===== src/tlpv_pkg.sv =====
// Package of constants shared by both ends of the tri-level pull value link.
// Assumes one 200 MHz clock on each end and inputs synchronous to it.
//
// Overview of operation
// Low word to 0x07 first, stored only.
// High word to 0x06 applies combined value.
// Frame is header 0xFA0A, address, data.
// Host splits 23 bits: upper sixteen, lowest seven.
// Pull value is 23-bit two's complement, signed.
// High phase then mid phase is one.
// Low phase then mid phase is zero.
// Line rests at mid between bits, idle.
// Bit period is driven plus mid phase.
// Host releases line for mid level.
// Mid phase long enough for settling.
// Extra enable cycle keeps data, enable apart.
// Frame is exactly 40 bits.
// Most significant bit sent first.
// At least 2 us between frames.
// Reset clears both registers to zero.
// Frame with wrong header is discarded.
package tlpv_pkg;

	localparam logic [15:0] TLPV_HEADER     = 16'hFA0A;
	localparam logic [7:0]  TLPV_ADDR_HIGH  = 8'h06;
	localparam logic [7:0]  TLPV_ADDR_LOW   = 8'h07;
	localparam int          TLPV_FRAME_BITS = 40;
	localparam int          TLPV_HDR_MSB    = 39;
	localparam int          TLPV_HDR_LSB    = 24;
	localparam int          TLPV_ADDR_MSB   = 23;
	localparam int          TLPV_ADDR_LSB   = 16;
	localparam int          TLPV_DATA_MSB   = 15;
	localparam int          TLPV_LOW_BITS   = 7;
	localparam int          TLPV_PULL_W     = 23;
	localparam int          TLPV_WORD_W     = 24;
	localparam int          TLPV_FIFO_DEPTH = 8;
	localparam logic [15:0] TLPV_WORD_RESET = 16'h0000;
	localparam logic [22:0] TLPV_PULL_RESET = 23'h000000;

	localparam int TLPV_CLK_PERIOD_NS = 5;
	localparam int TLPV_DRIVE_NS      = 100;
	localparam int TLPV_MID_NS        = 200;
	localparam int TLPV_GAP_NS        = 2000;
	localparam int TLPV_RESYNC_NS     = 1000;

	localparam int TLPV_DRIVE_CYC  = (TLPV_DRIVE_NS + TLPV_CLK_PERIOD_NS - 1) / TLPV_CLK_PERIOD_NS;
	localparam int TLPV_MID_CYC    = (TLPV_MID_NS + TLPV_CLK_PERIOD_NS - 1) / TLPV_CLK_PERIOD_NS;
	localparam int TLPV_GAP_CYC    = (TLPV_GAP_NS + TLPV_CLK_PERIOD_NS - 1) / TLPV_CLK_PERIOD_NS;
	localparam int TLPV_RESYNC_CYC = TLPV_RESYNC_NS / TLPV_CLK_PERIOD_NS;

endpackage


===== src/tlpv_link_if.sv =====
// Interface joining the host end and the device end over the one control line.
// The host drives a data level and an enable; the line level is worked out here.
`timescale 1ns/100ps
interface tlpv_link_if;
	logic drv_data;
	logic drv_en;
	logic line_high;
	logic line_low;

	// Released line sits at mid level through the resistive divider.
	assign line_high = drv_en & drv_data;
	assign line_low  = drv_en & ~drv_data;

	modport host (output drv_data, output drv_en);
	modport dev  (input line_high, input line_low);
endinterface


===== src/tlpv_host.sv =====
// Host end: queues pull value requests and sends them as tri-level frames.
// Holds the word FIFO as a module of its own and the line driver.
// Assumes the device end samples the same line on a clock of similar rate.
`timescale 1ns/100ps

////////////////////////////////////////////////////////////////////////////////

module tlpv_fifo #(
	parameter int WIDTH = 24,
	parameter int DEPTH = 8
) (
	input  wire logic             clk,
	input  wire logic             arst_n,
	input  wire logic [WIDTH-1:0] in_data,
	input  wire logic             in_valid,
	output logic                  in_ready,
	output logic [WIDTH-1:0]      out_data,
	output logic                  out_valid,
	input  wire logic             out_ready
);

	localparam int AW = $clog2(DEPTH);

	typedef struct packed {
		logic [DEPTH-1:0][WIDTH-1:0] mem;
		logic [AW-1:0]               wp;
		logic [AW-1:0]               rp;
		logic [AW:0]                 cnt;
	} tlpv_fstate_t;

	tlpv_fstate_t state_reg;
	tlpv_fstate_t state_next;
	logic         push;
	logic         pop;

	assign in_ready  = (state_reg.cnt != (AW+1)'(DEPTH));
	assign out_valid = (state_reg.cnt != '0);
	assign out_data  = state_reg.mem[state_reg.rp];
	assign push      = in_valid && in_ready;
	assign pop       = out_valid && out_ready;

	always_comb begin
		state_next = state_reg;
		if (push) begin
			state_next.mem[state_reg.wp] = in_data;
			state_next.wp = (state_reg.wp == AW'(DEPTH - 1)) ? '0 : state_reg.wp + 1'b1;
		end
		if (pop) begin
			state_next.rp = (state_reg.rp == AW'(DEPTH - 1)) ? '0 : state_reg.rp + 1'b1;
		end
		if (push && !pop) begin
			state_next.cnt = state_reg.cnt + 1'b1;
		end else if (pop && !push) begin
			state_next.cnt = state_reg.cnt - 1'b1;
		end
	end

	always_ff @(posedge clk or negedge arst_n) begin
		if (!arst_n) begin
			state_reg <= '0;
		end else begin
			state_reg <= state_next;
		end
	end

endmodule

////////////////////////////////////////////////////////////////////////////////

module tlpv_host
	import tlpv_pkg::*;
(
	input  wire logic                    clk,
	input  wire logic                    arst_n,
	input  wire logic [TLPV_PULL_W-1:0]  req_value,
	input  wire logic                    req_hires,
	input  wire logic                    req_valid,
	output logic                         req_ready,
	output logic                         busy,
	tlpv_link_if.host                    link
);

	typedef enum logic [2:0] {
		TLPV_H_IDLE,
		TLPV_H_SETUP,
		TLPV_H_DRIVE,
		TLPV_H_MID,
		TLPV_H_GAP
	} tlpv_hphase_t;

	typedef struct packed {
		tlpv_hphase_t st;
		logic [39:0]  shift;
		logic [5:0]   nbit;
		logic [8:0]   tmr;
		logic         data;
		logic         en;
		logic         pend;
		logic [23:0]  pend_word;
	} tlpv_hstate_t;

	tlpv_hstate_t             state_reg;
	tlpv_hstate_t             state_next;
	logic [TLPV_WORD_W-1:0]   fifo_in;
	logic                     fifo_in_valid;
	logic                     fifo_in_ready;
	logic [TLPV_WORD_W-1:0]   fifo_out;
	logic                     fifo_out_valid;
	logic                     fifo_out_ready;
	logic [TLPV_WORD_W-1:0]   low_word;
	logic [TLPV_WORD_W-1:0]   high_word;

	////////////////////////////////////////////////////////////////////////////////
	// Request loader: a high resolution request becomes two queued words.

	assign low_word  = {TLPV_ADDR_LOW, 9'h000, req_value[TLPV_LOW_BITS-1:0]};
	assign high_word = {TLPV_ADDR_HIGH, req_value[TLPV_PULL_W-1:TLPV_LOW_BITS]};

	assign req_ready     = !state_reg.pend && fifo_in_ready;
	assign fifo_in_valid = state_reg.pend || req_valid;
	assign fifo_in       = state_reg.pend ? state_reg.pend_word
	                     : (req_hires ? low_word : high_word);

	tlpv_fifo #(
		.WIDTH (TLPV_WORD_W),
		.DEPTH (TLPV_FIFO_DEPTH)
	) u_fifo (
		.clk       (clk),
		.arst_n    (arst_n),
		.in_data   (fifo_in),
		.in_valid  (fifo_in_valid),
		.in_ready  (fifo_in_ready),
		.out_data  (fifo_out),
		.out_valid (fifo_out_valid),
		.out_ready (fifo_out_ready)
	);

	// Words are taken only between frames, so the gap is always kept.
	assign fifo_out_ready = (state_reg.st == TLPV_H_IDLE);

	////////////////////////////////////////////////////////////////////////////////
	// Serialiser.

	always_comb begin
		state_next = state_reg;
		if (state_reg.pend && fifo_in_ready) begin
			state_next.pend = 1'b0;
		end else if (req_valid && req_ready && req_hires) begin
			// The high word follows the low word as the next queued entry.
			state_next.pend      = 1'b1;
			state_next.pend_word = high_word;
		end
		case (state_reg.st)
			TLPV_H_IDLE: begin
				if (fifo_out_valid) begin
					state_next.shift = {TLPV_HEADER, fifo_out};
					state_next.nbit  = 6'h00;
					state_next.data  = TLPV_HEADER[15];
					state_next.st    = TLPV_H_SETUP;
				end
			end
			TLPV_H_SETUP: begin
				// Data settled for a cycle before the enable rises.
				state_next.en  = 1'b1;
				state_next.tmr = 9'h000;
				state_next.st  = TLPV_H_DRIVE;
			end
			TLPV_H_DRIVE: begin
				if (state_reg.tmr == 9'(TLPV_DRIVE_CYC - 1)) begin
					state_next.en  = 1'b0;
					state_next.tmr = 9'h000;
					state_next.st  = TLPV_H_MID;
				end else begin
					state_next.tmr = state_reg.tmr + 9'h001;
				end
			end
			TLPV_H_MID: begin
				if (state_reg.tmr != 9'(TLPV_MID_CYC - 1)) begin
					state_next.tmr = state_reg.tmr + 9'h001;
				end else if (state_reg.nbit == 6'(TLPV_FRAME_BITS - 1)) begin
					state_next.tmr = 9'h000;
					state_next.st  = TLPV_H_GAP;
				end else begin
					state_next.shift = {state_reg.shift[38:0], 1'b0};
					state_next.data  = state_reg.shift[38];
					state_next.nbit  = state_reg.nbit + 6'h01;
					state_next.st    = TLPV_H_SETUP;
				end
			end
			TLPV_H_GAP: begin
				if (state_reg.tmr == 9'(TLPV_GAP_CYC - 1)) begin
					state_next.st = TLPV_H_IDLE;
				end else begin
					state_next.tmr = state_reg.tmr + 9'h001;
				end
			end
			default: begin
				state_next.st = TLPV_H_IDLE;
				state_next.en = 1'b0;
			end
		endcase
	end

	always_ff @(posedge clk or negedge arst_n) begin
		if (!arst_n) begin
			state_reg    <= '0;
			state_reg.st <= TLPV_H_IDLE;
		end else begin
			state_reg <= state_next;
		end
	end

	assign link.drv_data = state_reg.data;
	assign link.drv_en   = state_reg.en;
	assign busy          = (state_reg.st != TLPV_H_IDLE) || fifo_out_valid || state_reg.pend;

endmodule


===== src/flat_wrapper.sv =====
// flat-port wrapper written by rule: the top's interface ports become plain ports
module tlpv_host_flat import tlpv_pkg::*;
  (clk, arst_n, req_value, req_hires, req_valid, req_ready, busy, link_drv_data, link_drv_en);
  tlpv_link_if link_i ();
  input  wire logic clk;
  input  wire logic arst_n;
  input  wire logic [TLPV_PULL_W-1:0] req_value;
  input  wire logic req_hires;
  input  wire logic req_valid;
  output logic req_ready;
  output logic busy;
  output wire logic [$bits(link_i.drv_data)-1:0] link_drv_data;
  output wire logic [$bits(link_i.drv_en)-1:0] link_drv_en;
  assign link_drv_data = link_i.drv_data;
  assign link_drv_en = link_i.drv_en;
  tlpv_host u_core (.clk(clk), .arst_n(arst_n), .req_value(req_value), .req_hires(req_hires), .req_valid(req_valid), .req_ready(req_ready), .busy(busy), .link(link_i));
endmodule

===== config.mk =====
export PLATFORM = sky130hd
export DESIGN_NAME = tlpv_host_flat
export DESIGN_NICKNAME = d
export VERILOG_FILES = /design/src/tlpv_pkg.sv /design/src/tlpv_link_if.sv /design/src/tlpv_host.sv /design/src/flat_wrapper.sv
export SDC_FILE = /design/constraint.sdc
export NUM_CORES = 1
export LEC_CHECK = 0
export BUFFER_PORTS_ARGS = -buffer_cell sky130_fd_sc_hd__buf_2
export CAP_MARGIN = 30
export CORE_MARGIN = 1
export CORE_UTILIZATION = 65
export CTS_CLUSTER_DIAMETER = 60
export CTS_CLUSTER_SIZE = 30
export DETAILED_ROUTE_END_ITERATION = 16
export PLACE_DENSITY = 0.84
export SLEW_MARGIN = 20
export SYNTH_ARGS = -nofsm -noshare
export SYNTH_HDL_FRONTEND = slang
export SYNTH_SLANG_ARGS = --single-unit

===== constraint.sdc =====
create_clock -name clk -period 5.65 [get_ports clk]
set_input_delay 0.8475 -clock clk [delete_from_list [all_inputs] [get_ports clk]]
set_output_delay 0.8475 -clock clk [all_outputs]
set_load 0.01 [all_outputs]

==> impl_metrics.json, run 1 <==
{
  "fmax_mhz": 302,
  "min-delay-path-class": "in2async",
  "critPathArrivalTime_ps": 3670,
  "cts_buffer_depth": 3,
  "drc": 0,
  "avgSynthCellArea_um2": 11.1,
  "hold_buffers": 0,
  "largest_reg_flops": 154,
  "num_antenna_cells": 0,
  "synth_top_cell_by_area": "dfrtp_1",
  "grt_use_total_pct": 27.9,
  "fillers": 1132,
  "synth_area_leaders": "dfrtp_1 (55%), mux4_2 (7.7%), nand2_1 (5.7%)",
  "die_width_um": 130,
  "rows": 46,
  "grt_util_met2_pct": 48.0,
  "start_kind": "flip-flop",
  "netlist_instances": 953,
  "dpl-instance-area_mm2": 0.0109,
  "synthTopCellsByCount": "dfrtp_1 (231), nand2_1 (161), o21ai_0 (111), nor2_1 (75), mux2_2 (51)",
  "synth_area_mm2": 0.0106,
  "place_ws_ps": 2360,
  "grt_pass1_wl_um": 36400,
  "yosys_warnings": 0,
  "cpMostUsedCell": "ha_1",
  "tightest_slew_ps": 934,
  "wire_per_inst_um": 18.3,
  "synth-main-ff-cell": "dfrtp_1",
  "timing.final.crit_share_pct": 58.6,
  "power_mw": 5.81,
  "final_net_count": 993,
  "areaGrowthSynthToFinish_pct": 7.31,
  "leakage_nw": 5.00,
  "async_reset_ff_share_pct": 100,
  "path_class": "reg2reg",
  "start_util_pct": 66.7,
  "place_hpwl_um": 13600,
  "clk_latency_ps": 500,
  "cts_max_level": 1,
  "synth_most_common_cell": "dfrtp_1",
  "met3_usage_pct": 3.10,
  "clock-root-buffer": "clkbuf_16",
  "met1_usage_pct": 38.2,
  "drive_gt1_share_pct": 19.6,
  "grt_pass1_vias": 7289,
  "cts.sinks": 231,
  "ys_seq_area_share_pct": 54.6,
  "grt_max_degree": 118,
  "cts_tree": "done",
  "slowest_delay_ps": 480,
  "synth_top_area_share_pct": 54.6,
  "final_util_pct": 71.5,
  "cts_resized": 0,
  "slew_headroom_pct": 37.3,
  "setup_viol": 0,
  "first_pass_iters": 6,
  "antenna_found_initial": 0,
  "finalHoldViolations": 0,
  "port_buffers": 30,
  "fp.coreArea_mm2": 0.0159,
  "cp_data_required_time_ps": 6000,
  "synth_edf_count": 0,
  "cp_cell_sequence": "nor4b_2 -> or2_1 -> clkinv_1 -> ha_1 -> inv_1 -> ha_1 -> a21o_1 -> a21oi_1 -> xnor2_1 -> nor2_1 -> xor2_1",
  "cts_buffers": 15,
  "synth.distinct_cells": 64,
  "vias": 7234,
  "wl_um": 21600,
  "syn_nets": 990,
  "powerDensity_mw_per_mm2": 511,
  "fin_area_mm2": 0.0114,
  "grt_most_used_layer": "met2",
  "cts.clk_slew.worst_paths_ps": 80,
  "final.min_clock_period_ps": 3310,
  "postCtsSetupBuffers": 0,
  "finalWorstSetupSlack_ps": 2340,
  "drv_slew": 0,
  "slowest_stage": "dfrtp_1",
  "synth_seq_cells": 231,
  "drtIter0Drc": 585,
  "endpoint_kind": "flip-flop",
  "skew_ps": 49.1,
  "die_h_um": 130,
  "drtAntennaViolNets": 0,
  "grt_overflow": 0,
  "critPathTopFamily": "simple AND/OR/NAND/NOR gates",
  "vdd_drop_max_uv": 368,
  "setup_tns_ps": 0,
  "critPathBufInv": 2,
  "cap_violations": 0,
  "critPathMaxFanout": 10,
  "via_per_inst": 6.14,
  "gp_congestion": 0.782,
  "die_area_mm2": 0.0168,
  "status": "complete, no violations",
  "rsz0062_at_grt": "false",
  "ios": 31
}
## stage by stage
stage / std cells / hold slack, ps
after detailed placement: 1152 / 458
after global placement: 1151 / 448
final: 1178 / 422
after floorplan: 953 / 438
after CTS: 1175 / 468
after global routing: 1178 / 497
## placed cells by master, fill, tap and decap left out, types with 3 or more instances in the layout
master       n
nor2b_1      3
a21o_1       5
a22o_2       3
or3_1        4
mux2_2      51
nor3_1      13
ha_1         9
a22oi_1      8
clkbuf_16   15
xnor2_1      4
and3_2       6
nor2_1      75
o21ai_0    111
nand3_1     18
or2_2        3
mux4_2      36
buf_4       16
o21a_1       7
inv_1        6
nand2_1    161
a221o_1      5
buf_2       29
o21ai_1      9
dfrtp_1    230
nor4b_2      4
a21oi_1     50
nor4_1       3
nor3b_1      3
mux2i_1     25
## layout make-up
| class | count | area (um^2) | share of cell area [%] |
|---|---|---|---|
| flip-flops and latches | 231 | 5780 | 50.9 |
| multi-input cells | 650 | 4470 | 39.3 |
| clock buffers | 17 | 383 | 3.37 |
| repair buffers | 50 | 363 | 3.19 |
| well taps | 216 | 270 | 2.38 |
| clock inverters | 6 | 67.6 | 0.595 |
| inverters | 8 | 30.0 | 0.264 |
## routing by layer
metal	vias to the layer above	share of wire, %
met5	-	0
met3	35	3.8
met4	0	2.1
li1	3355	-
met2	171	52
met1	3673	43
## kinds of logic after synthesis
kind of cell	share of synthesized area, %
XOR/XNOR	0.496
AO/OA/AOI/OAI	10.9
AND/OR/NAND/NOR	14.0
adder cells (fa/ha/maj)	1.25
flip-flops	54.6
buffers and inverters	3.34
multiplexers	15.4
## final timing paths
| check | start | end | slack (ps) | cells past startpoint |
|---|---|---|---|---|
| worst max register to register | u_core.u_fifo.state_reg[0] | u_core.u_fifo.state_reg[3] | 2340 | 11 |
| min in group clk | u_core.state_reg[76] | u_core.state_reg[76] | 470 | 2 |
| worst min register to register | u_core.state_reg[76] | u_core.state_reg[76] | 470 | 2 |
| worst min-delay path | arst_n | u_core.state_reg[29] | 420 | 1 |
| max in group asynchronous | arst_n | u_core.state_reg[42] | 4130 | 2 |
| worst max-delay path | u_core.u_fifo.state_reg[0] | u_core.u_fifo.state_reg[3] | 2340 | 11 |
## worst reg2reg max path, cell delays in order (launching register included)
cell and delay (ps):
dfrtp_1 480, nor4b_2 460, or2_1 480, clkinv_1 360
ha_1 330, inv_1 130, ha_1 260, a21o_1 190
a21oi_1 180, xnor2_1 130, nor2_1 60, xor2_1 140
## report_power, final
part           leakage [nW]  internal (mW)  total, mW  switching, mW
sequential             2.82           2.30       2.71          0.416
clock                 0.218          0.508       1.09          0.580
combinational          1.96          0.965       2.00           1.04
No activity file was read; power rests on OpenSTA's default activity.
==> run 2: changes to the inputs <==
- CORE_UTILIZATION: 65 -> 56
- PLACE_DENSITY: 0.84 -> 0.77
- clock period: 5.65 -> 2.95 ns (I/O delays scaled with it)
==> run 2 against run 1 <==
Via count shrank 2.0%. Global-route usage down 4.0 points. Cell area is 1.8% higher. Clock power grew 120%. Critical path depth is the same. Sequential power rose by 92%. Final cell count grew 2.4%. Wire length is 0.60% higher. Register-to-register slack lost 2000 ps. Largest power group unchanged. Highest routed layer unchanged.
==> impl_metrics.json, run 2 (same netlist as run 1, synthesis figures left out) <==
{
  "dpl-instance-area_mm2": 0.0110,
  "tightest_slew_ps": 820,
  "via_per_inst": 5.88,
  "ios": 31,
  "start_kind": "flip-flop",
  "hold_end": "u_core.state_reg[3]",
  "cts.clk_slew.worst_paths_ps": 90,
  "whs_ps": 181,
  "cts_resized": 0,
  "r2r_end": "u_core.u_fifo.state_reg[3]",
  "grt_pass1_wl_um": 37100,
  "areaGrowthSynthToFinish_pct": 9.22,
  "clk_latency_ps": 500,
  "cts_tree": "done",
  "status": "complete, no violations",
  "clkPwrFrac_pct": 21.1,
  "setup_tns_ps": 0,
  "wl_um": 21700,
  "cp_cell_sequence": "nor4_2 -> nor4_4 -> inv_2 -> ha_1 -> inv_1 -> ha_1 -> a21o_1 -> a21oi_1 -> xnor2_1 -> nor2_1 -> xor2_1",
  "slew_headroom_pct": 45.3,
  "num_antenna_cells": 0,
  "endpoint_kind": "flip-flop",
  "rr_startpoint": "u_core.u_fifo.state_reg[1]",
  "vdd_drop_max_uv": 588,
  "drive_gt1_share_pct": 21.0,
  "grt_overflow": 0,
  "min-delay-path-class": "in2reg",
  "final.min_clock_period_ps": 2590,
  "critPathArrivalTime_ps": 2960,
  "p_comb_share_pct": 33.3,
  "die_area_mm2": 0.0195,
  "largest_reg_flops": 154,
  "place_ws_ps": 336,
  "cp_data_required_time_ps": 3330,
  "fp.coreArea_mm2": 0.0183,
  "wire_per_inst_um": 18.0,
  "slowest_delay_ps": 510,
  "grt_util_met2_pct": 40.0,
  "worstHoldPathCells": 2,
  "postCtsSetupBuffers": 0,
  "met3_usage_pct": 2.86,
  "swShare_pct": 34.2,
  "powerDensity_mw_per_mm2": 987,
  "grt_use_total_pct": 23.9,
  "startpoint": "u_core.u_fifo.state_reg[1]",
  "seqPwrFrac_pct": 45.6,
  "rows": 49,
  "cpMostUsedCell": "ha_1",
  "path_class": "reg2reg",
  "critPathMaxFanout": 8,
  "final_common_cell": "dfrtp_1",
  "clock-root-buffer": "clkbuf_16",
  "met1_usage_pct": 33.7,
  "cts_buffers": 16,
  "grt_pass1_vias": 7152,
  "die_h_um": 140,
  "rsz0062_at_grt": "false",
  "p_sw_mw": 3.90,
  "min_from": "req_value[10]",
  "cts_max_level": 1,
  "start_util_pct": 58.0,
  "fmax_mhz": 387,
  "cts.sinks": 231,
  "timing.final.crit_share_pct": 87.7,
  "vias": 7091,
  "die_width_um": 140,
  "rrSetupSlack_ps": 360,
  "final_net_count": 1004,
  "multi_input_area_mm2": 0.00447,
  "drtAntennaViolNets": 0,
  "hold_buffers": 1,
  "slowest_stage": "nor4_2",
  "port_buffers": 30,
  "layout_common_cells": "dfrtp_1 (230), nand2_1 (161), o21ai_0 (111)",
  "grt_max_degree": 88,
  "finalWorstSetupSlack_ps": 363,
  "drc": 0,
  "fillers": 1413,
  "setup_viol": 0,
  "drv_slew": 0,
  "antenna_found_initial": 0,
  "fin_area_mm2": 0.0116,
  "cts_buffer_depth": 3,
  "leakage_nw": 5.10,
  "gp_congestion": 0.769,
  "p_int_mw": 7.51,
  "drtIter0Drc": 444,
  "place_hpwl_um": 13700,
  "cap_violations": 0,
  "skew_ps": 25.6,
  "finalHoldViolations": 0,
  "grt_most_used_layer": "met2",
  "register_area_mm2": 0.00578,
  "first_pass_iters": 5,
  "reg2reg_depth": 11
}
## run 2: final cells by class
class / count / area share, %
multi-input cells: 650 / 38.6
flip-flops and latches: 231 / 50.0
repair buffers: 60 / 3.79
well taps: 229 / 2.48
clock buffers: 19 / 3.92
clock inverters: 9 / 0.930
inverters: 8 / 0.260
## run 2: critical path: cells and delay by family, from the launching register on
family | cells | cell delay (ps)
XOR/XNOR | 2 | 270
buffers and inverters | 2 | 240
flip-flops | 1 | 460
AND/OR/NAND/NOR | 3 | 680
AO/OA/AOI/OAI | 2 | 330
adder cells (fa/ha/maj) | 2 | 480
## run 2: worst max-delay path by stage
stage / depth (start not counted) / end / slack, ps
after floorplan: 12 / u_core.u_fifo.state_reg[3] / 340
after global placement: 11 / u_core.u_fifo.state_reg[3] / 410
after detailed placement: 11 / u_core.u_fifo.state_reg[3] / 340
after CTS: 11 / u_core.u_fifo.state_reg[3] / 330
after global routing: 11 / u_core.u_fifo.state_reg[3] / 150
final: 11 / u_core.u_fifo.state_reg[3] / 360
## run 2: power groups by stage
stage	logic, mW	clock network (mW)	registers (mW)
3_5_place_dp	3.79	0	5.25
2_1_floorplan	3.07	0	4.93
3_3_place_gp	3.63	0	5.17
5_1_grt	4.27	2.55	5.36
4_1_cts	3.83	2.45	5.19
6_report	3.80	2.41	5.21
## run 2: stage by stage
stage          utilization, %  instances  total power, mW
2_1_floorplan               -        953             8.00
3_3_place_gp             60.2       1177             8.80
3_5_place_dp             60.2       1177             9.03
4_1_cts                  63.3       1206             11.5
5_1_grt                  63.3       1206             12.2
6_report                 63.3       1206             11.4
## run 2: metal layers
metal	wire length [um]	up-vias
met5	0	-
met4	362	0
met3	805	25
met2	10700	132
met1	9820	3557
li1	-	3377
==> run 3: changes to the inputs <==
- CORE_UTILIZATION: 56 -> 57
- PLACE_DENSITY: 0.77 -> 0.78
- SYNTH_HIERARCHICAL: not set -> 1
==> run 3 against run 2 <==
Wire length is 21% higher. Flip-flop and latch count is 48 higher. Worst setup slack worse by 150 ps. Combinational power is 4% lower. Register-to-register slack worse by 150 ps. Maximum frequency is 5.5% lower. Sequential power is 15% higher. Critical endpoint is now u_core/u_fifo/state_reg[3]. Largest power group unchanged.
==> impl_metrics.json, run 3 <==
{
  "status": "complete, no violations",
  "r2r_end": "u_core/u_fifo/state_reg[3]",
  "wire_per_inst_um": 20.2,
  "slowest_delay_ps": 530,
  "cts.sinks": 279,
  "powerDensity_mw_per_mm2": 866,
  "critPathBufInv": 3,
  "vias": 7792,
  "min-delay-path-class": "in2reg",
  "synth.distinct_cells": 69,
  "largest_reg_flops": 202,
  "path_class": "reg2reg",
  "clk_latency_ps": 520,
  "cts_tree": "done",
  "setup_viol": 0,
  "synth_most_common_cell": "dfrtp_1",
  "final_net_count": 1044,
  "layout_common_cells": "dfrtp_1 (276), mux2_2 (214), nand2_1 (73)",
  "die_width_um": 154,
  "rr_startpoint": "u_core/u_fifo/state_reg[0]",
  "slew_headroom_pct": 40.8,
  "synth_area_mm2": 0.0132,
  "critPathTopFamily": "simple AND/OR/NAND/NOR gates",
  "wl_um": 26300,
  "finalNonFillerCells": 1306,
  "cp_cell_sequence": "nor4b_4 -> inv_2 -> nand2_1 -> inv_1 -> ha_1 -> inv_1 -> ha_1 -> or4_1 -> o211ai_1 -> o211ai_1",
  "fp.coreArea_mm2": 0.0227,
  "port_buffers": 30,
  "skew_ps": 26.0,
  "yosys_warnings": 6,
  "drtIter0Drc": 559,
  "cap_violations": 0,
  "die_h_um": 154,
  "grt_pass1_wl_um": 44500,
  "tightest_slew_ps": 879,
  "die_area_mm2": 0.0238,
  "synth_seq_cells": 279,
  "synth-main-ff-cell": "dfrtp_1",
  "first_pass_iters": 4,
  "drv_slew": 0,
  "leakage_nw": 6.53,
  "critical_path_cell_count": 10,
  "fmax_mhz": 365,
  "cts.clk_slew.worst_paths_ps": 100,
  "synth_area_leaders": "dfrtp_1 (53%), mux2_2 (18%), mux4_2 (8.2%)",
  "start_util_pct": 58.2,
  "avgSynthCellArea_um2": 14.0,
  "cts_buffers": 20,
  "slowest_stage": "or4_1",
  "synth_top_cell_by_area": "dfrtp_1",
  "final_common_cell": "dfrtp_1",
  "finalHoldViolations": 0,
  "power_mw": 12.7,
  "dpl-instance-area_mm2": 0.0139,
  "synth_top_area_share_pct": 52.8,
  "rows": 55,
  "cp_data_required_time_ps": 3340,
  "min_from": "req_value[20]",
  "grt_max_degree": 88,
  "rsz0062_at_grt": "false",
  "drc": 0,
  "netlist_instances": 942,
  "via_per_inst": 5.97,
  "cts_max_level": 1,
  "reg2reg_depth": 10,
  "cts_buffer_depth": 3,
  "start_kind": "flip-flop",
  "gp_congestion": 0.801,
  "synth_edf_count": 0,
  "setup_tns_ps": 0,
  "critPathArrivalTime_ps": 3130,
  "ys_seq_area_share_pct": 52.8,
  "clock-root-buffer": "clkbuf_16",
  "endpoint_kind": "flip-flop",
  "final.min_clock_period_ps": 2740,
  "critPathMaxFanout": 7,
  "fin_area_mm2": 0.0146,
  "vdd_drop_max_uv": 714,
  "areaGrowthSynthToFinish_pct": 10.6,
  "grt_pass1_vias": 8240,
  "place_hpwl_um": 16100,
  "worstHoldPathCells": 2,
  "async_reset_ff_share_pct": 100,
  "synthTopCellsByCount": "dfrtp_1 (279), mux2_2 (214), nand2_1 (73), mux4_2 (48), o21ai_1 (38)",
  "drive_gt1_share_pct": 39.8,
  "num_antenna_cells": 0,
  "timing.final.crit_share_pct": 92.8,
  "hold_end": "u_core/state_reg[13]",
  "grt_overflow": 0,
  "antenna_found_initial": 0,
  "rrSetupSlack_ps": 210,
  "ios": 31,
  "drtAntennaViolNets": 0,
  "dp.cells": 1269,
  "grt_use_total_pct": 23.8
}
==> run 3: cell types whose count changed in the layout (fill, tap and decap cells not counted), sizes merged, moves of 8 or more <==
cell,change
mux2,+186
nand2,-87
nor2,-56
o21ai,-51
dfrtp,+48
conb,+40
a21oi,-39
mux4,+12
nor3,-9
a22oi,-8
==> run 3: area by class of cell <==
class	instances	area [um^2]
clock buffers	21	526
clock inverters	15	214
fillers	1662	8090
inverters	7	26.3
multi-input cells	636	6010
flip-flops and latches	279	6990
well taps	285	357
repair buffers	63	498
==> run 3: repair_timing <==
action,CTS,global route
setup endpoints to repair,0,1
setup buffers,0,0
hold buffers,1,0
gates resized for setup,0,2
hold endpoints to repair,76,0
==> run 3: kinds of logic after synthesis <==
group | count (synthesis) | share of synthesized area, %
multiplexers | 316 | 31.3
flip-flops | 279 | 52.8
AND/OR/NAND/NOR | 157 | 6.50
AO/OA/AOI/OAI | 111 | 5.24
buffers and inverters | 66 | 2.97
adder cells (fa/ha/maj) | 10 | 1.00
XOR/XNOR | 2 | 0.133
other | 1 | 0.0284
==> run 3: worst max-delay path by stage <==
stage                     slack [ps]                         end                        from
after global routing             0.6  u_core/u_fifo/state_reg[3]  u_core/u_fifo/state_reg[0]
after global placement           250  u_core/u_fifo/state_reg[3]  u_core/u_fifo/state_reg[0]
after CTS                        130  u_core/u_fifo/state_reg[3]  u_core/u_fifo/state_reg[0]
after detailed placement         120  u_core/u_fifo/state_reg[3]  u_core/u_fifo/state_reg[0]
final                            210  u_core/u_fifo/state_reg[3]  u_core/u_fifo/state_reg[0]
after floorplan                  140  u_core/u_fifo/state_reg[3]  u_core/u_fifo/state_reg[0]
==> run 3: power breakdown <==
| part | switching, mW | total [mW] | internal [mW] |
|---|---|---|---|
| clock network | 1.49 | 3.05 | 1.56 |
| logic | 1.36 | 3.64 | 2.27 |
| registers | 0.771 | 5.97 | 5.20 |
==> run 3: per-stage QoR <==
| step | setup WS, ps | hold WS (ps) | util [%] |
|---|---|---|---|
| 3_5_place_dp | 124 | 445 | 61.0 |
| 5_1_grt | 0.569 | 143 | 64.4 |
| 6_report | 214 | 166 | 64.4 |
| 3_3_place_gp | 246 | 440 | 61.0 |
| 4_1_cts | 131 | 151 | 64.3 |
| 2_1_floorplan | 136 | 147 | - |
==> run 3: routing by layer <==
layer	vias up	wire (um)	track usage, %
met5	-	0	0
met1	4033	11800	33.6
met3	42	1190	4.15
met2	169	12700	38.6
met4	0	626	5.94
li1	3548	-	-
